### config.mk
export PLATFORM = sky130hd
export DESIGN_NAME = serial_port_ctrl_status
export DESIGN_NICKNAME = d
export VERILOG_FILES = /design/src/common/serial_port_pkg.sv /design/src/hw/serial_port_ctrl_status.sv
export VERILOG_INCLUDE_DIRS = /design/src /design/src/common
export SDC_FILE = /design/constraint.sdc
export NUM_CORES = 1
export LEC_CHECK = 0
export ABC_AREA = 1
export BUFFER_PORTS_ARGS = -buffer_cell sky130_fd_sc_hd__buf_2
export CAP_MARGIN = 20
export CORE_MARGIN = 2
export CORE_UTILIZATION = 55
export CTS_CLUSTER_SIZE = 20
export DETAILED_ROUTE_END_ITERATION = 10
export HOLD_SLACK_MARGIN = 0.12
export PLACE_DENSITY = 0.78
export SLEW_MARGIN = 5
export SYNTH_ARGS = -nofsm -noshare
export SYNTH_HDL_FRONTEND = slang
export SYNTH_SLANG_ARGS = --single-unit
### constraint.sdc
create_clock -name clk -period 8.7 [get_ports clk]
set_input_delay 2.175 -clock clk [delete_from_list [all_inputs] [get_ports clk]]
set_output_delay 2.175 -clock clk [all_outputs]
set_load 0.005 [all_outputs]
### src/common/serial_port_regs.svh
// Register indexes, field positions, reset values and timing counts
`ifndef SERIAL_PORT_REGS_SVH
`define SERIAL_PORT_REGS_SVH
// Register indexes; byte address is four times the index
`define SER0_CTL_IDX 8'h98
`define SER0_DATA_IDX 8'h99
`define IRQ_EN_IDX 8'ha8
`define SER1_DATA_IDX 8'hc1
`define SER1_CTL_IDX 8'hc0
`define PWR_CTL_IDX 8'h87
`define IRQ_STAT_IDX 8'he0
`define IRQ_MASK_IDX 8'he1
// Field positions
`define IE_GLOBAL 7
`define IE_SER1 6
`define IE_SER0 4
`define PWR_DBL 7
`define PWR_FES 6
`define PWR_T2 0
// Reset values
`define IE_RST 8'h00
`define MASK_RST 5'h00
// Timing counts in clock cycles or sample ticks
`define OSR_TOP 4'd15
`define START_MID 4'd7
`define M2_DIV 4'd4
`define M2_DIV_DBL 4'd2
`define M0_SLOW 4'd12
`define M0_FAST 4'd4
// Bus responses
`define RESP_OK 2'h0
`define RESP_SLVERR 2'h2
`endif

### src/common/serial_port_pkg.sv
// Types shared by the serial port control and status block
package serial_port_pkg;
   // Frame phase, Gray coded along idle-start-data-stop
   typedef enum logic [1:0] {
      PH_IDLE = 2'b00,
      PH_START = 2'b01,
      PH_DATA = 2'b11,
      PH_STOP = 2'b10
   } phase_t;
   // Register selected by a bus address
   typedef enum logic [3:0] {
      REG_NONE, REG_S0CTL, REG_S0DATA, REG_IE, REG_S1DATA,
      REG_S1CTL, REG_PWR, REG_ISTAT, REG_IMASK
   } reg_id_t;
   // Sticky interrupt events
   typedef struct packed {
      logic s1Ti;
      logic s1Ri;
      logic fe;
      logic ri;
      logic ti;
   } irq_ev_t;
   // Whole state of the block
   typedef struct packed {
      logic awHeld;
      logic wHeld;
      logic [11:0] awAddr;
      logic [7:0] wData;
      logic wLane;
      logic awready;
      logic wready;
      logic bvalid;
      logic [1:0] bresp;
      logic arready;
      logic rvalid;
      logic [1:0] rresp;
      logic [7:0] rdata;
      logic [1:0] mode;
      logic sm2;
      logic ren;
      logic tb8;
      logic rb8;
      logic ti;
      logic ri;
      logic fe;
      logic fes;
      logic dbl;
      logic t2sel;
      logic [7:0] ie;
      logic [7:0] rxBuf;
      logic [7:0] txBuf;
      logic txPend;
      logic [7:0] s1Tx;
      logic [7:0] s1Rx;
      logic s1Ri;
      logic s1Ti;
      logic s1Sm2;
      logic s1Load;
      irq_ev_t istat;
      irq_ev_t imask;
      logic irq;
      logic cpuIrq;
      logic [3:0] div;
      logic m0Act;
      logic m0Rx;
      logic m0Clk;
      logic [2:0] m0Cnt;
      logic [7:0] m0Sh;
      phase_t txPh;
      logic [3:0] txCnt;
      logic [3:0] txTick;
      logic [8:0] txSh;
      phase_t rxPh;
      logic [3:0] rxCnt;
      logic [3:0] rxTick;
      logic [8:0] rxSh;
      logic txdOut;
      logic rxdOut;
      logic rxdOeN;
   } state_t;
endpackage

### src/hw/serial_port_ctrl_status.sv
// Serial port control, status and data buffers behind an AXI4-Lite slave
`include "serial_port_regs.svh"
`timescale 1ns/1ps
`default_nettype none
module serial_port_ctrl_status
   import serial_port_pkg::*;
#(
   parameter int AW = 12
) (
   input wire logic clk,
   input wire logic rst_n,
   input wire logic [AW-1:0] awaddr,
   input wire logic awvalid,
   output logic awready,
   input wire logic [31:0] wdata,
   input wire logic [3:0] wstrb,
   input wire logic wvalid,
   output logic wready,
   output logic [1:0] bresp,
   output logic bvalid,
   input wire logic bready,
   input wire logic [AW-1:0] araddr,
   input wire logic arvalid,
   output logic arready,
   output logic [31:0] rdata,
   output logic [1:0] rresp,
   output logic rvalid,
   input wire logic rready,
   input wire logic rxdIn,
   output logic rxdOut,
   output logic rxdOeN,
   output logic txdOut,
   input wire logic timer1Tick,
   input wire logic timer2Tick,
   input wire logic powerFailIrq,
   input wire logic s1RxStrobe,
   input wire logic [7:0] s1RxByte,
   input wire logic s1RxNinth,
   input wire logic s1TxDone,
   output logic [7:0] s1TxByte,
   output logic s1TxLoad,
   output logic cpuIrq,
   output logic irq
);
   // Reset image of the whole state
   localparam state_t S_RST = '{txPh: PH_IDLE, rxPh: PH_IDLE,
      ie: `IE_RST, imask: `MASK_RST, txdOut: 1'b1, rxdOut: 1'b1,
      rxdOeN: 1'b1, default: '0};

   state_t s_r; // Registered state
   state_t s_nxt; // Next state
   logic [7:0] d; // Write data byte
   logic wrEn; // Write performed this cycle
   reg_id_t wrSel; // Register being written
   reg_id_t rdSel; // Register being read
   logic [3:0] top; // Divider wrap value
   logic aTick; // Async sample tick, 16 per bit
   logic m0Tick; // Mode 0 half-bit tick
   logic [3:0] last; // Index of last data bit
   logic stopSamp; // Mid-stop sample point
   logic rxLoad; // Received frame passes the filter
   irq_ev_t ev; // Events of this cycle

   // Address decode, shared by read and write
   function automatic reg_id_t regSel(input logic [AW-1:0] a);
      reg_id_t r;
      r = REG_NONE;
      if (a[1:0] == 2'h0 && (a >> 10) == '0) begin
         case (a[9:2])
            `SER0_CTL_IDX: r = REG_S0CTL;
            `SER0_DATA_IDX: r = REG_S0DATA;
            `IRQ_EN_IDX: r = REG_IE;
            `SER1_DATA_IDX: r = REG_S1DATA;
            `SER1_CTL_IDX: r = REG_S1CTL;
            `PWR_CTL_IDX: r = REG_PWR;
            `IRQ_STAT_IDX: r = REG_ISTAT;
            `IRQ_MASK_IDX: r = REG_IMASK;
            default: r = REG_NONE;
         endcase
      end
      return r;
   endfunction

   // Next-state logic for bus, registers and both frame engines
   always_comb begin
      s_nxt = s_r;
      ev = '0;
      d = s_r.wData;
      // Write address and data taken in either order
      if (awvalid && s_r.awready) begin
         s_nxt.awHeld = 1'b1;
         s_nxt.awAddr = 12'(awaddr);
      end
      if (wvalid && s_r.wready) begin
         s_nxt.wHeld = 1'b1;
         s_nxt.wData = wdata[7:0];
         s_nxt.wLane = wstrb[0];
      end
      if (s_r.bvalid && bready) begin
         s_nxt.bvalid = 1'b0;
      end
      wrEn = s_r.awHeld && s_r.wHeld && !s_r.bvalid;
      wrSel = regSel(AW'(s_r.awAddr));
      if (wrEn) begin
         s_nxt.awHeld = 1'b0;
         s_nxt.wHeld = 1'b0;
         s_nxt.bvalid = 1'b1;
         s_nxt.bresp = (wrSel == REG_NONE) ? `RESP_SLVERR : `RESP_OK;
      end
      s_nxt.awready = !s_nxt.awHeld;
      s_nxt.wready = !s_nxt.wHeld;
      // Register writes; only byte lane 0 carries data
      s_nxt.s1Load = 1'b0;
      if (wrEn && s_r.wLane) begin
         case (wrSel)
            REG_S0CTL: begin
               if (s_r.fes) begin
                  // Bit 7 as frame error: writing 0 clears
                  if (!d[7]) s_nxt.fe = 1'b0;
               end else begin
                  s_nxt.mode[1] = d[7];
               end
               s_nxt.mode[0] = d[6];
               s_nxt.sm2 = d[5];
               s_nxt.ren = d[4];
               s_nxt.tb8 = d[3];
               s_nxt.rb8 = d[2];
               s_nxt.ti = d[1];
               s_nxt.ri = d[0];
            end
            REG_S0DATA: begin
               s_nxt.txBuf = d;
               s_nxt.txPend = 1'b1;
            end
            REG_IE: s_nxt.ie = d;
            REG_S1DATA: begin
               s_nxt.s1Tx = d;
               s_nxt.s1Load = 1'b1;
            end
            REG_S1CTL: begin
               s_nxt.s1Sm2 = d[2];
               s_nxt.s1Ti = d[1];
               s_nxt.s1Ri = d[0];
            end
            REG_PWR: begin
               s_nxt.dbl = d[`PWR_DBL];
               s_nxt.fes = d[`PWR_FES];
               s_nxt.t2sel = d[`PWR_T2];
            end
            REG_IMASK: s_nxt.imask = d[4:0];
            default: ;
         endcase
      end
      // Read channel; status clears on read, events below win
      if (s_r.rvalid && rready) begin
         s_nxt.rvalid = 1'b0;
      end
      rdSel = regSel(araddr);
      if (arvalid && s_r.arready) begin
         s_nxt.rvalid = 1'b1;
         s_nxt.rresp = (rdSel == REG_NONE) ? `RESP_SLVERR : `RESP_OK;
         case (rdSel)
            REG_S0CTL: s_nxt.rdata = {s_r.fes ? s_r.fe : s_r.mode[1],
               s_r.mode[0], s_r.sm2, s_r.ren, s_r.tb8, s_r.rb8,
               s_r.ti, s_r.ri};
            REG_S0DATA: s_nxt.rdata = s_r.rxBuf;
            REG_IE: s_nxt.rdata = s_r.ie;
            REG_S1DATA: s_nxt.rdata = s_r.s1Rx;
            REG_S1CTL: s_nxt.rdata = {5'h00, s_r.s1Sm2, s_r.s1Ti,
               s_r.s1Ri};
            REG_PWR: s_nxt.rdata = {s_r.dbl, s_r.fes, 5'h00, s_r.t2sel};
            REG_ISTAT: s_nxt.rdata = {3'h0, s_r.istat};
            REG_IMASK: s_nxt.rdata = {3'h0, s_r.imask};
            default: s_nxt.rdata = 8'h00;
         endcase
         if (rdSel == REG_ISTAT) s_nxt.istat = '0;
      end
      s_nxt.arready = !s_nxt.rvalid;
      // Prescaler: half bit in mode 0, sixteenth bit in mode 2
      if (s_r.mode == 2'b00) begin
         top = (s_r.sm2 ? `M0_FAST : `M0_SLOW) / 4'd2 - 4'd1;
      end else begin
         top = (s_r.dbl ? `M2_DIV_DBL : `M2_DIV) - 4'd1;
      end
      s_nxt.div = (s_r.div >= top) ? 4'd0 : s_r.div + 4'd1;
      m0Tick = (s_r.div >= top);
      // Variable rate takes timer 1 or timer 2 ticks
      if (s_r.mode == 2'b10) begin
         aTick = m0Tick;
      end else begin
         aTick = s_r.t2sel ? timer2Tick : timer1Tick;
      end
      last = s_r.mode[1] ? 4'd8 : 4'd7;
      stopSamp = 1'b0;
      rxLoad = 1'b0;
      // Mode 0: synchronous shift, device drives shift clock
      if (s_r.mode == 2'b00) begin
         if (!s_r.m0Act) begin
            if (s_r.txPend) begin
               s_nxt.m0Act = 1'b1;
               s_nxt.m0Rx = 1'b0;
               s_nxt.m0Sh = s_r.txBuf;
               s_nxt.txPend = 1'b0;
               s_nxt.m0Cnt = 3'd0;
            end else if (s_r.ren && !s_r.ri) begin
               s_nxt.m0Act = 1'b1;
               s_nxt.m0Rx = 1'b1;
               s_nxt.m0Cnt = 3'd0;
            end
         end else if (m0Tick) begin
            if (!s_r.m0Clk) begin
               // Rising clock: receiver samples data
               s_nxt.m0Clk = 1'b1;
               if (s_r.m0Rx) s_nxt.m0Sh = {rxdIn, s_r.m0Sh[7:1]};
            end else begin
               // Falling clock: next bit
               s_nxt.m0Clk = 1'b0;
               if (!s_r.m0Rx) s_nxt.m0Sh = {1'b1, s_r.m0Sh[7:1]};
               s_nxt.m0Cnt = s_r.m0Cnt + 3'd1;
               if (s_r.m0Cnt == 3'd7) begin
                  // End of 8th bit time
                  s_nxt.m0Act = 1'b0;
                  if (s_r.m0Rx) begin
                     s_nxt.rxBuf = s_r.m0Sh;
                     ev.ri = 1'b1;
                  end else begin
                     ev.ti = 1'b1;
                  end
               end
            end
         end
      end else begin
         // Async transmitter
         if (s_r.txPh == PH_IDLE) begin
            if (s_r.txPend) begin
               s_nxt.txPh = PH_START;
               s_nxt.txTick = 4'd0;
               s_nxt.txCnt = 4'd0;
               s_nxt.txSh = {s_r.tb8, s_r.txBuf};
               s_nxt.txPend = 1'b0;
            end
         end else if (aTick) begin
            s_nxt.txTick = s_r.txTick + 4'd1;
            if (s_r.txTick == `OSR_TOP) begin
               case (s_r.txPh)
                  PH_START: s_nxt.txPh = PH_DATA;
                  PH_DATA: begin
                     s_nxt.txSh = {1'b1, s_r.txSh[8:1]};
                     s_nxt.txCnt = s_r.txCnt + 4'd1;
                     if (s_r.txCnt == last) begin
                        s_nxt.txPh = PH_STOP;
                        ev.ti = 1'b1;
                     end
                  end
                  default: s_nxt.txPh = PH_IDLE;
               endcase
            end
         end
         // Async receiver
         if (s_r.rxPh == PH_IDLE) begin
            if (s_r.ren && !rxdIn) begin
               s_nxt.rxPh = PH_START;
               s_nxt.rxTick = 4'd0;
            end
         end else if (!s_r.ren) begin
            s_nxt.rxPh = PH_IDLE;
         end else if (aTick) begin
            s_nxt.rxTick = s_r.rxTick + 4'd1;
            case (s_r.rxPh)
               PH_START: begin
                  if (s_r.rxTick == `START_MID) begin
                     // Start must still be low at mid bit
                     s_nxt.rxPh = rxdIn ? PH_IDLE : PH_DATA;
                     s_nxt.rxTick = 4'd0;
                     s_nxt.rxCnt = 4'd0;
                  end
               end
               PH_DATA: begin
                  if (s_r.rxTick == `OSR_TOP) begin
                     s_nxt.rxSh = {rxdIn, s_r.rxSh[8:1]};
                     s_nxt.rxCnt = s_r.rxCnt + 4'd1;
                     if (s_r.rxCnt == last) s_nxt.rxPh = PH_STOP;
                  end
               end
               default: begin
                  if (s_r.rxTick == `OSR_TOP) begin
                     stopSamp = 1'b1;
                     s_nxt.rxPh = PH_IDLE;
                  end
               end
            endcase
         end
         // Mid-stop: filter, ninth-bit capture, frame error
         if (stopSamp) begin
            ev.fe = !rxdIn;
            if (s_r.mode == 2'b01) begin
               rxLoad = !s_r.sm2 || rxdIn;
            end else begin
               rxLoad = !s_r.sm2 || s_r.rxSh[8];
            end
            if (rxLoad && !s_r.ri) begin
               ev.ri = 1'b1;
               s_nxt.rxBuf = s_r.mode[1] ? s_r.rxSh[7:0] : s_r.rxSh[8:1];
               if (s_r.mode[1]) begin
                  s_nxt.rb8 = s_r.rxSh[8];
               end else if (!s_r.sm2) begin
                  s_nxt.rb8 = rxdIn;
               end
            end
         end
      end
      // Port 1 receive strobe with its own ninth-bit filter
      if (s1RxStrobe && !(s_r.s1Sm2 && !s1RxNinth)) begin
         s_nxt.s1Rx = s1RxByte;
         ev.s1Ri = 1'b1;
      end
      ev.s1Ti = s1TxDone;
      // Hardware sets win over software clears
      if (ev.ti) s_nxt.ti = 1'b1;
      if (ev.ri) s_nxt.ri = 1'b1;
      if (ev.fe) s_nxt.fe = 1'b1;
      if (ev.s1Ri) s_nxt.s1Ri = 1'b1;
      if (ev.s1Ti) s_nxt.s1Ti = 1'b1;
      s_nxt.istat = s_nxt.istat | ev;
      // Interrupt outputs
      s_nxt.irq = |(s_nxt.istat & s_nxt.imask);
      s_nxt.cpuIrq = powerFailIrq || (s_nxt.ie[`IE_GLOBAL] &&
         ((s_nxt.ie[`IE_SER0] && (s_nxt.ti || s_nxt.ri)) ||
         (s_nxt.ie[`IE_SER1] && (s_nxt.s1Ti || s_nxt.s1Ri))));
      // Pin drive: mode 0 clock on txd, data on rxd
      if (s_r.mode == 2'b00) begin
         s_nxt.txdOut = !s_nxt.m0Act || s_nxt.m0Clk;
         s_nxt.rxdOeN = !(s_nxt.m0Act && !s_nxt.m0Rx);
         s_nxt.rxdOut = s_nxt.rxdOeN || s_nxt.m0Sh[0];
      end else begin
         s_nxt.rxdOeN = 1'b1;
         s_nxt.rxdOut = 1'b1;
         case (s_nxt.txPh)
            PH_START: s_nxt.txdOut = 1'b0;
            PH_DATA: s_nxt.txdOut = s_nxt.txSh[0];
            default: s_nxt.txdOut = 1'b1;
         endcase
      end
   end

   // State register, synchronous reset
   always_ff @(posedge clk) begin
      if (!rst_n) begin
         s_r <= S_RST;
      end else begin
         s_r <= s_nxt;
      end
   end

   // Outputs straight from the state register
   assign awready = s_r.awready;
   assign wready = s_r.wready;
   assign bvalid = s_r.bvalid;
   assign bresp = s_r.bresp;
   assign arready = s_r.arready;
   assign rvalid = s_r.rvalid;
   assign rresp = s_r.rresp;
   assign rdata = {24'h000000, s_r.rdata};
   assign rxdOut = s_r.rxdOut;
   assign rxdOeN = s_r.rxdOeN;
   assign txdOut = s_r.txdOut;
   assign s1TxByte = s_r.s1Tx;
   assign s1TxLoad = s_r.s1Load;
   assign cpuIrq = s_r.cpuIrq;
   assign irq = s_r.irq;
endmodule
`default_nettype wire

==> summary.txt, run 1 <==
Yosys
  – Register bit total from synthesis: 166
  – Avg Cell Area, Syn: 6.98 sq um
  – Count of cell types in the netlist: 49
  – Yosys warnings: 0
  – Post-synth ARST share: 0
  – Most common flop cell mapped by yosys: dfxtp_1
  – Mapped Area: 0.00823 sq mm
  – Sequential area share after synthesis: 0.404
  – Post-synth EDFFs: 0
  – Synthesized instance count: 1,179

Routing
  – DRC violations left: 0
  – Routed Antenna Nets: 0
  – Drt first pass iters: 6
  – Vias: 7,465
  – DRT iter0 DRCs: 558
  – Vias/cell: 5.23
  – Total wire length: 18.8 mm
  – WL per Instance: 13.2 um

STA
  – Final Setup Violations: 0
  – Unrepaired setup endpoints after global routing: no
  – Fin crit share: 0.430
  – Final Slew Violations: 0
  – Tmin final: 3.74 ns
  – Setup TNS: 0 ns
  – Setup WS post-layout: 4.96 ns
  – Clock skew: 0.00834 ns
  – Final hold vios: 0
  – Slew @ Worst Pin: 0.844 ns
  – Max Fclk: 267 MHz
  – Slew margin rel.: 0.437

Critical path
  – R2R Path End: s_r[24]$_SDFFE_PN0P_
  – Slowest-stage cell, CP: nor2_2
  – Most used cell, CP: nand2_2
  – Critical path endpoint category: register
  – Crit path capture: s_r[24]$_SDFFE_PN0P_
  – CP Launch Type: input pin
  – Reg2reg start: s_r[127]$_SDFFE_PN0P_
  – Worst setup path start: timer1Tick
  – Max stage delay on crit path: 0.39 ns
  – Critical path cell sequence: buf_2 > inv_1 > o211ai_2 > nand2_4 > nor2_2 > nand2_1 > nand2_2 > nand2_2 > inv_2 > o21ai_0 > a21oi_1
  – R2r setup slk: 4.96 ns
  – Top delay family on crit path: simple AND/OR/NAND/NOR gates
  – CP Class: input pin to register
  – Worst R2R Path Depth: 16
  – Worst-path fanout max: 15
  – CP Depth: 11
  – Critical Path AT: 4.10 ns
  – Critical Path RT: 9.05 ns
  – Worst Path Buf+Inv: 3

GRT
  – Vias in the first global route: 6,621
  – Total track usage: 0.235
  – Grt total ovfl: 0
  – First-pass GRT wire length: 30.7 mm
  – Largest net degree at the start of global routing: 100
  – Initial antenna violation count: 0

Final layout
  – Layout area overhead: 11.3%
  – ANT cells: 0
  – Post-layout net count: 1,327
  – Final Util: 0.628
  – Layout Cells excl Fill: 1,426
  – Share of layout cells above drive strength 1: 0.132
  – Fill count: 1,320

Run
  – Max-cap violations: 0

Placed design
  – Port bufs: 83
  – Final Wtd Congestion: 0.889
  – Pre-CTS WS: 4.60 ns
  – DP Cell Count: 1,394
  – DP HPWL: 13.1 mm

Power
  – Pwr/cell area: 185 mW/mm^2
  – Worst VDD drop: 0.151 mV
  – Static Leak: 3.93 nW
  – Power Total: 0.00170 W

Clocking
  – CTS resizes: 0
  – Setup bufs post-CTS: 0
  – Clock Sinks: 166
  – Reg clk slew, reported paths: 0.06 ns
  – H-tree depth: 4
  – Root Buffer Master: clkbuf_16
  – Max Root-Sink Buffers: 2
  – CTS buffer count: 17
  – Worst skew pair latency: 0.43 ns
  – CTS tree: yes
  – Hold-fix buffers, CTS: 0

Floorplanning
  – Ports: 137
  – Cell Rows: 44
  – Die area: 0.0160 sq mm
  – Die X: 126 um
  – Core Region: 0.0146 sq mm
  – Initial core utilization: 0.564
  – Die Height: 126 um

Hold path
  – HP Class: register to register

Run status
  – Status: complete, no violations
cells by family (layout without fill, tap and decap cells):
logic type,after synthesis,in the layout,synth area share
AOI/OAI and AO/OA,285,285,0.189
xor gates and xnor gates,5,5,0.00532
adders and majority gates,15,15,0.0228
buffers and inverters,208,246,0.117
DFF,166,166,0.404
other,1,26,0.000456
and+or+nand+nor,499,499,0.262
state kept, by name, indices dropped and copies added (netlist names), 8 cells and up:
name	count
rdata	8
s1TxByte	8
s_r	129
d	8
per-layer routing:
| layer | part of all wire | vias to the layer above | GRT usage |
|---|---|---|---|
| met4 | 0.023 | 0 | 0.0950 |
| li1 | - | 3907 | - |
| met5 | 0 | - | 0 |
| met2 | 0.47 | 200 | 0.391 |
| met1 | 0.46 | 3324 | 0.308 |
| met3 | 0.049 | 34 | 0.0354 |
through the flow:
stage | cell area, sq um | hold slack (ns)
final | 9160 | 0.463
after global routing | 9160 | 0.481
after CTS | 9150 | 0.467
after detailed placement | 8510 | 0.457
after global placement | 8510 | 0.448
after floorplan | 8320 | 0.425
power by group:
group	leakage, nW	switching, W	internal, W	total [W]
clock network	0.318	0.000323	0.000501	0.000824
registers	1.35	0.00000781	0.000776	0.000784
logic	2.27	0.0000600	0.0000288	0.0000888
tightest hold or removal path, cell delays in order, from the launching register on:
cell and delay (ns):
dfxtp_1 0.31, nand2_1 0.06, a21oi_1 0.05
synth_stat cells, types with 2 or more instances:
| library cell | number | area, sq um |
|---|---|---|
| a211oi_1 | 16 | 120 |
| a21oi_1 | 110 | 551 |
| a22oi_1 | 7 | 52.6 |
| a31oi_1 | 11 | 68.8 |
| buf_1 | 5 | 18.8 |
| buf_2 | 10 | 50.1 |
| buf_4 | 46 | 345 |
| clkbuf_1 | 19 | 71.3 |
| clkinv_1 | 2 | 7.51 |
| dfxtp_1 | 166 | 3320 |
| ha_1 | 15 | 188 |
| inv_1 | 117 | 439 |
| inv_2 | 9 | 33.8 |
| nand2_1 | 225 | 845 |
| nand2_2 | 5 | 31.3 |
| nand3_1 | 50 | 250 |
| nand3_2 | 2 | 20.0 |
| nand4_1 | 9 | 56.3 |
| nor2_1 | 153 | 574 |
| nor2_2 | 11 | 68.8 |
| nor2_4 | 7 | 78.8 |
| nor3_1 | 23 | 115 |
| nor3_2 | 3 | 30.0 |
| o211ai_1 | 4 | 30.0 |
| o21a_1 | 2 | 15.0 |
| o21ai_0 | 120 | 601 |
| o21ai_1 | 5 | 25.0 |
| o221ai_1 | 2 | 17.5 |
| or2_2 | 2 | 12.5 |
| xnor2_1 | 2 | 17.5 |
| xor2_1 | 3 | 26.3 |
area by class of cell:
| type | instances | area [sq um] | share of cell area |
|---|---|---|---|
| multi-input combinational | 830 | 4030 | 0.440 |
| sequential | 166 | 3320 | 0.363 |
| inverter | 128 | 480 | 0.0525 |
| clock buffer | 19 | 453 | 0.0495 |
| timing repair buffer | 87 | 445 | 0.0486 |
| tap | 184 | 230 | 0.0251 |
| clock inverter | 12 | 191 | 0.0209 |
worst min path at each step:
stage	slack [ns]	start	end	cells past startpoint
after floorplan	0.42	s_r[80]$_SDFFE_PN0P_	s_r[80]$_SDFFE_PN0P_	2
final	0.46	rdata[7]$_SDFFE_PN0P_	rdata[7]$_SDFFE_PN0P_	2
after CTS	0.47	rdata[7]$_SDFFE_PN0P_	rdata[7]$_SDFFE_PN0P_	2
after global routing	0.48	rdata[7]$_SDFFE_PN0P_	rdata[7]$_SDFFE_PN0P_	2
after global placement	0.45	s_r[119]$_SDFFE_PN0P_	s_r[119]$_SDFFE_PN0P_	2
after detailed placement	0.46	rdata[7]$_SDFFE_PN0P_	rdata[7]$_SDFFE_PN0P_	2
cells in the final DEF, fill, tap and decap left out, types with 4 or more instances in the layout:
cell type	n
a22oi_1	7
nor2_1	153
o211ai_1	4
o21ai_0	120
dfxtp_1	166
bufinv_16	4
nand3_1	50
o21ai_1	5
buf_2	83
nand2_2	5
nand4_1	9
inv_1	116
inv_2	10
buf_4	4
nor2_2	11
a31oi_1	11
clkbuf_16	17
a21oi_1	110
nor3_1	23
ha_1	15
nand2_1	225
nor2_4	7
conb_1	26
a211oi_1	16
(Power assumes the default switching activity.)
==> run 2: changes to the inputs <==
- CORE_UTILIZATION: 55 -> 51
- PLACE_DENSITY: 0.78 -> 0.76
- clock period: 8.7 -> 3.4 ns (I/O delays scaled with it)
==> summary.txt, run 2 (synthesized netlist as in run 1, its figures left out) <==
Routing
  – WL per Instance: 13.0 um (was 13.2 um)
  – Vias/cell: 5.13 (was 5.23)
  – Total wire length: 19.1 mm (was 18.8 mm)
  – Drt first pass iters: 5 (was 6)
  – Vias: 7,522 (was 7,465)
  – Routed Antenna Nets: 0 (unchanged)
  – DRC violations left: 0 (unchanged)
  – DRT iter0 DRCs: 493 (was 558)

Final layout
  – Fill count: 1,459 (was 1,320)
  – Share of layout cells above drive strength 1: 0.137 (was 0.132)
  – Layout area overhead: 12.2% (was 11.3%)
  – FF+latch area: 0.00332 sq mm (unchanged)
  – Largest Register: s_r (unchanged)
  – Final instance area: 0.00923 sq mm (was 0.00916 sq mm)
  – Layout Cells excl Fill: 1,467 (was 1,426)
  – Multi-input logic area: 0.00404 sq mm (was 0.00403 sq mm)
  – Most frequent cells in the layout: nand2_1 (225), dfxtp_1 (166), nor2_1 (153) (unchanged)
  – Max reg flops: 129 (unchanged)
  – Commonest non-fill, non-tap cell in the layout: nand2_1 (unchanged)
  – ANT cells: 0 (unchanged)
  – Post-layout net count: 1,335 (was 1,327)

Hold path
  – HP Start: s_r[80]$_SDFFE_PN0P_ (was rdata[7]$_SDFFE_PN0P_)
  – HP Class: register to register (unchanged)
  – Hold path depth: 2 (unchanged)
  – Hold-critical path endpoint: s_r[80]$_SDFFE_PN0P_ (was rdata[7]$_SDFFE_PN0P_)

Clocking
  – Root Buffer Master: clkbuf_16 (unchanged)
  – H-tree depth: 4 (unchanged)
  – Max Root-Sink Buffers: 2 (unchanged)
  – Clock Sinks: 166 (unchanged)
  – Worst skew pair latency: 0.44 ns (was 0.43 ns)
  – CTS buffer count: 17 (unchanged)
  – CTS tree: yes (unchanged)
  – Setup bufs post-CTS: 0 (unchanged)
  – Reg clk slew, reported paths: 0.07 ns (was 0.06 ns)

Power
  – Logic pwr share: 0.055 (was 0.052)
  – Sw Ratio: 0.239 (was 0.230)
  – Static Leak: 3.95 nW (was 3.93 nW)
  – Pint: 0.00320 W (was 0.00131 W)
  – Seq pwr share: 0.478 (was 0.462)
  – Worst VDD drop: 0.374 mV (was 0.151 mV)
  – Clock share of power: 0.467 (was 0.486)
  – Pwr/cell area: 455 mW/mm^2 (was 185 mW/mm^2)
  – Psw: 0.00100 W (was 0.000391 W)

Floorplanning
  – Initial core utilization: 0.520 (was 0.564)
  – Cell Rows: 46 (was 44)
  – Die area: 0.0172 sq mm (was 0.0160 sq mm)
  – Die Height: 131 um (was 126 um)
  – Core Region: 0.0158 sq mm (was 0.0146 sq mm)
  – Die X: 131 um (was 126 um)
  – Ports: 137 (unchanged)

GRT
  – Grt total ovfl: 0 (unchanged)
  – Initial antenna violation count: 0 (unchanged)
  – Grt met2 use: 0.370 (was 0.391)
  – Grt met1 use: 0.316 (was 0.308)
  – Vias in the first global route: 6,664 (was 6,621)
  – Largest net degree at the start of global routing: 53 (was 100)
  – GRT met3 Usage: 0.0452 (was 0.0354)
  – Most crowded layer after global routing: met2 (unchanged)
  – Total track usage: 0.232 (was 0.235)
  – First-pass GRT wire length: 31.5 mm (was 30.7 mm)

Critical path
  – Max stage delay on crit path: 0.49 ns (was 0.39 ns)
  – Worst-path fanout max: 13 (was 15)
  – Reg2reg start: s_r[126]$_SDFFE_PN0P_ (was s_r[127]$_SDFFE_PN0P_)
  – CP Launch Type: register (was input pin)
  – R2r setup slk: 0.38 ns (was 4.96 ns)
  – Critical Path AT: 3.39 ns (was 4.10 ns)
  – CP Class: register to register (was input pin to register)
  – Slowest-stage cell, CP: dfxtp_1 (was nor2_2)
  – Critical path endpoint category: register (unchanged)
  – Critical Path RT: 3.76 ns (was 9.05 ns)
  – Worst R2R Path Depth: 17 (was 16)
  – R2R Path End: s_r[16]$_SDFFE_PN0P_ (was s_r[24]$_SDFFE_PN0P_)
  – Top delay family on crit path: simple AND/OR/NAND/NOR gates (unchanged)
  – Worst Path Buf+Inv: 2 (was 3)
  – Critical path cell sequence: nor2_1 > nor2_1 > a21oi_1 > ha_1 > ha_1 > nand2_1 > o21bai_1 > nand3_1 > nand2_4 > nor2_4 > inv_2 > nor2_4 > nand2_2 > o21ai_2 > inv_2 > or2_0 > a21oi_1 (was buf_2 > inv_1 > o211ai_2 > nand2_4 > nor2_2 > nand2_1 > nand2_2 > nand2_2 > inv_2 > o21ai_0 > a21oi_1)

Run
  – Max-cap violations: 0 (unchanged)

Run status
  – Status: complete, no violations (unchanged)

STA
  – Unrepaired setup endpoints after global routing: no (unchanged)
  – Final Setup Violations: 0 (unchanged)
  – Hold_ws: 0.458 ns (was 0.463 ns)
  – Setup WS post-layout: 0.376 ns (was 4.96 ns)
  – Final hold vios: 0 (unchanged)
  – Slew @ Worst Pin: 0.822 ns (was 0.844 ns)
  – Clock skew: 0.00801 ns (was 0.00834 ns)
  – Final Slew Violations: 0 (unchanged)
  – Slew margin rel.: 0.449 (was 0.437)
  – Fin crit share: 0.889
  – Setup TNS: 0 ns (unchanged)
  – Max Fclk: 331 MHz
  – Tmin final: 3.02 ns

Placed design
  – Pre-CTS WS: 0.360 ns (was 4.60 ns)
  – Final Wtd Congestion: 0.909 (was 0.889)
  – Dpl cell area: 0.00863 sq mm (was 0.00851 sq mm)
  – DP HPWL: 13.8 mm (was 13.1 mm)
  – Port bufs: 83 (unchanged)
  – DP Cell Count: 1,435 (was 1,394)
==> run 2: cell types whose count changed in the layout (fill, tap and decap cells not counted), moves of 2 or more <==
cell,change
buf_4,+7
bufinv_16,-2
clkinv_4,-2
inv_6,+2
clkinvlp_4,+2
==> run 2: layout make-up <==
type | count | area share
clock buffer | 20 | 0.0495
sequential | 166 | 0.360
multi-input combinational | 830 | 0.438
inverter | 128 | 0.0520
clock inverter | 12 | 0.0152
timing repair buffer | 95 | 0.0561
tap | 216 | 0.0293
==> run 2: repair_timing <==
action | 4_1_cts | 5_1_grt
hold buffers | 0 | 0
gates resized for setup | 0 | 2
endpoints found under the hold margin | 0 | 0
endpoints found under the setup margin | 0 | 11
==> run 2: per-layer routing <==
| metal | vias up | wire (um) | share of wire |
|---|---|---|---|
| met5 | - | 0 | 0 |
| met3 | 30 | 985 | 0.052 |
| met2 | 194 | 8580 | 0.45 |
| li1 | 3918 | - | - |
| met4 | 0 | 397 | 0.021 |
| met1 | 3380 | 9160 | 0.48 |
==> run 2: worst max-delay path by stage <==
stage,startpoint,endpoint,slack (ns),depth (start not counted)
floorplan,s_r[126]$_SDFFE_PN0P_,s_r[102]$_SDFFE_PN0P_,0.40,16
global placement,s_r[126]$_SDFFE_PN0P_,cpuIrq$_SDFF_PN0_,0.36,18
detailed placement,s_r[126]$_SDFFE_PN0P_,cpuIrq$_SDFF_PN0_,0.36,18
CTS,s_r[126]$_SDFFE_PN0P_,cpuIrq$_SDFF_PN0_,0.34,18
global route,s_r[126]$_SDFFE_PN0P_,cpuIrq$_SDFF_PN0_,0.01,20
finish,s_r[126]$_SDFFE_PN0P_,s_r[16]$_SDFFE_PN0P_,0.38,17
==> run 2: stage by stage <==
step / power, W / util
2_1_floorplan: 0.00222 / -
3_3_place_gp: 0.00228 / 0.545
3_5_place_dp: 0.00228 / 0.545
4_1_cts: 0.00422 / 0.583
5_1_grt: 0.00434 / 0.583
6_report: 0.00420 / 0.583
==> run 2: worst min-delay path: stages (launching register included) <==
cell and delay (ns):
dfxtp_1 0.30, inv_1 0.06, a21oi_1 0.05
==> run 2: power by group through the flow <==
stage	sequential, W	clock, W	combinational, W
after global routing	0.00201	0.00206	0.000267
after CTS	0.00201	0.00198	0.000233
final	0.00201	0.00196	0.000233
after detailed placement	0.00205	0	0.000231
after global placement	0.00205	0	0.000228
after floorplan	0.00205	0	0.000171
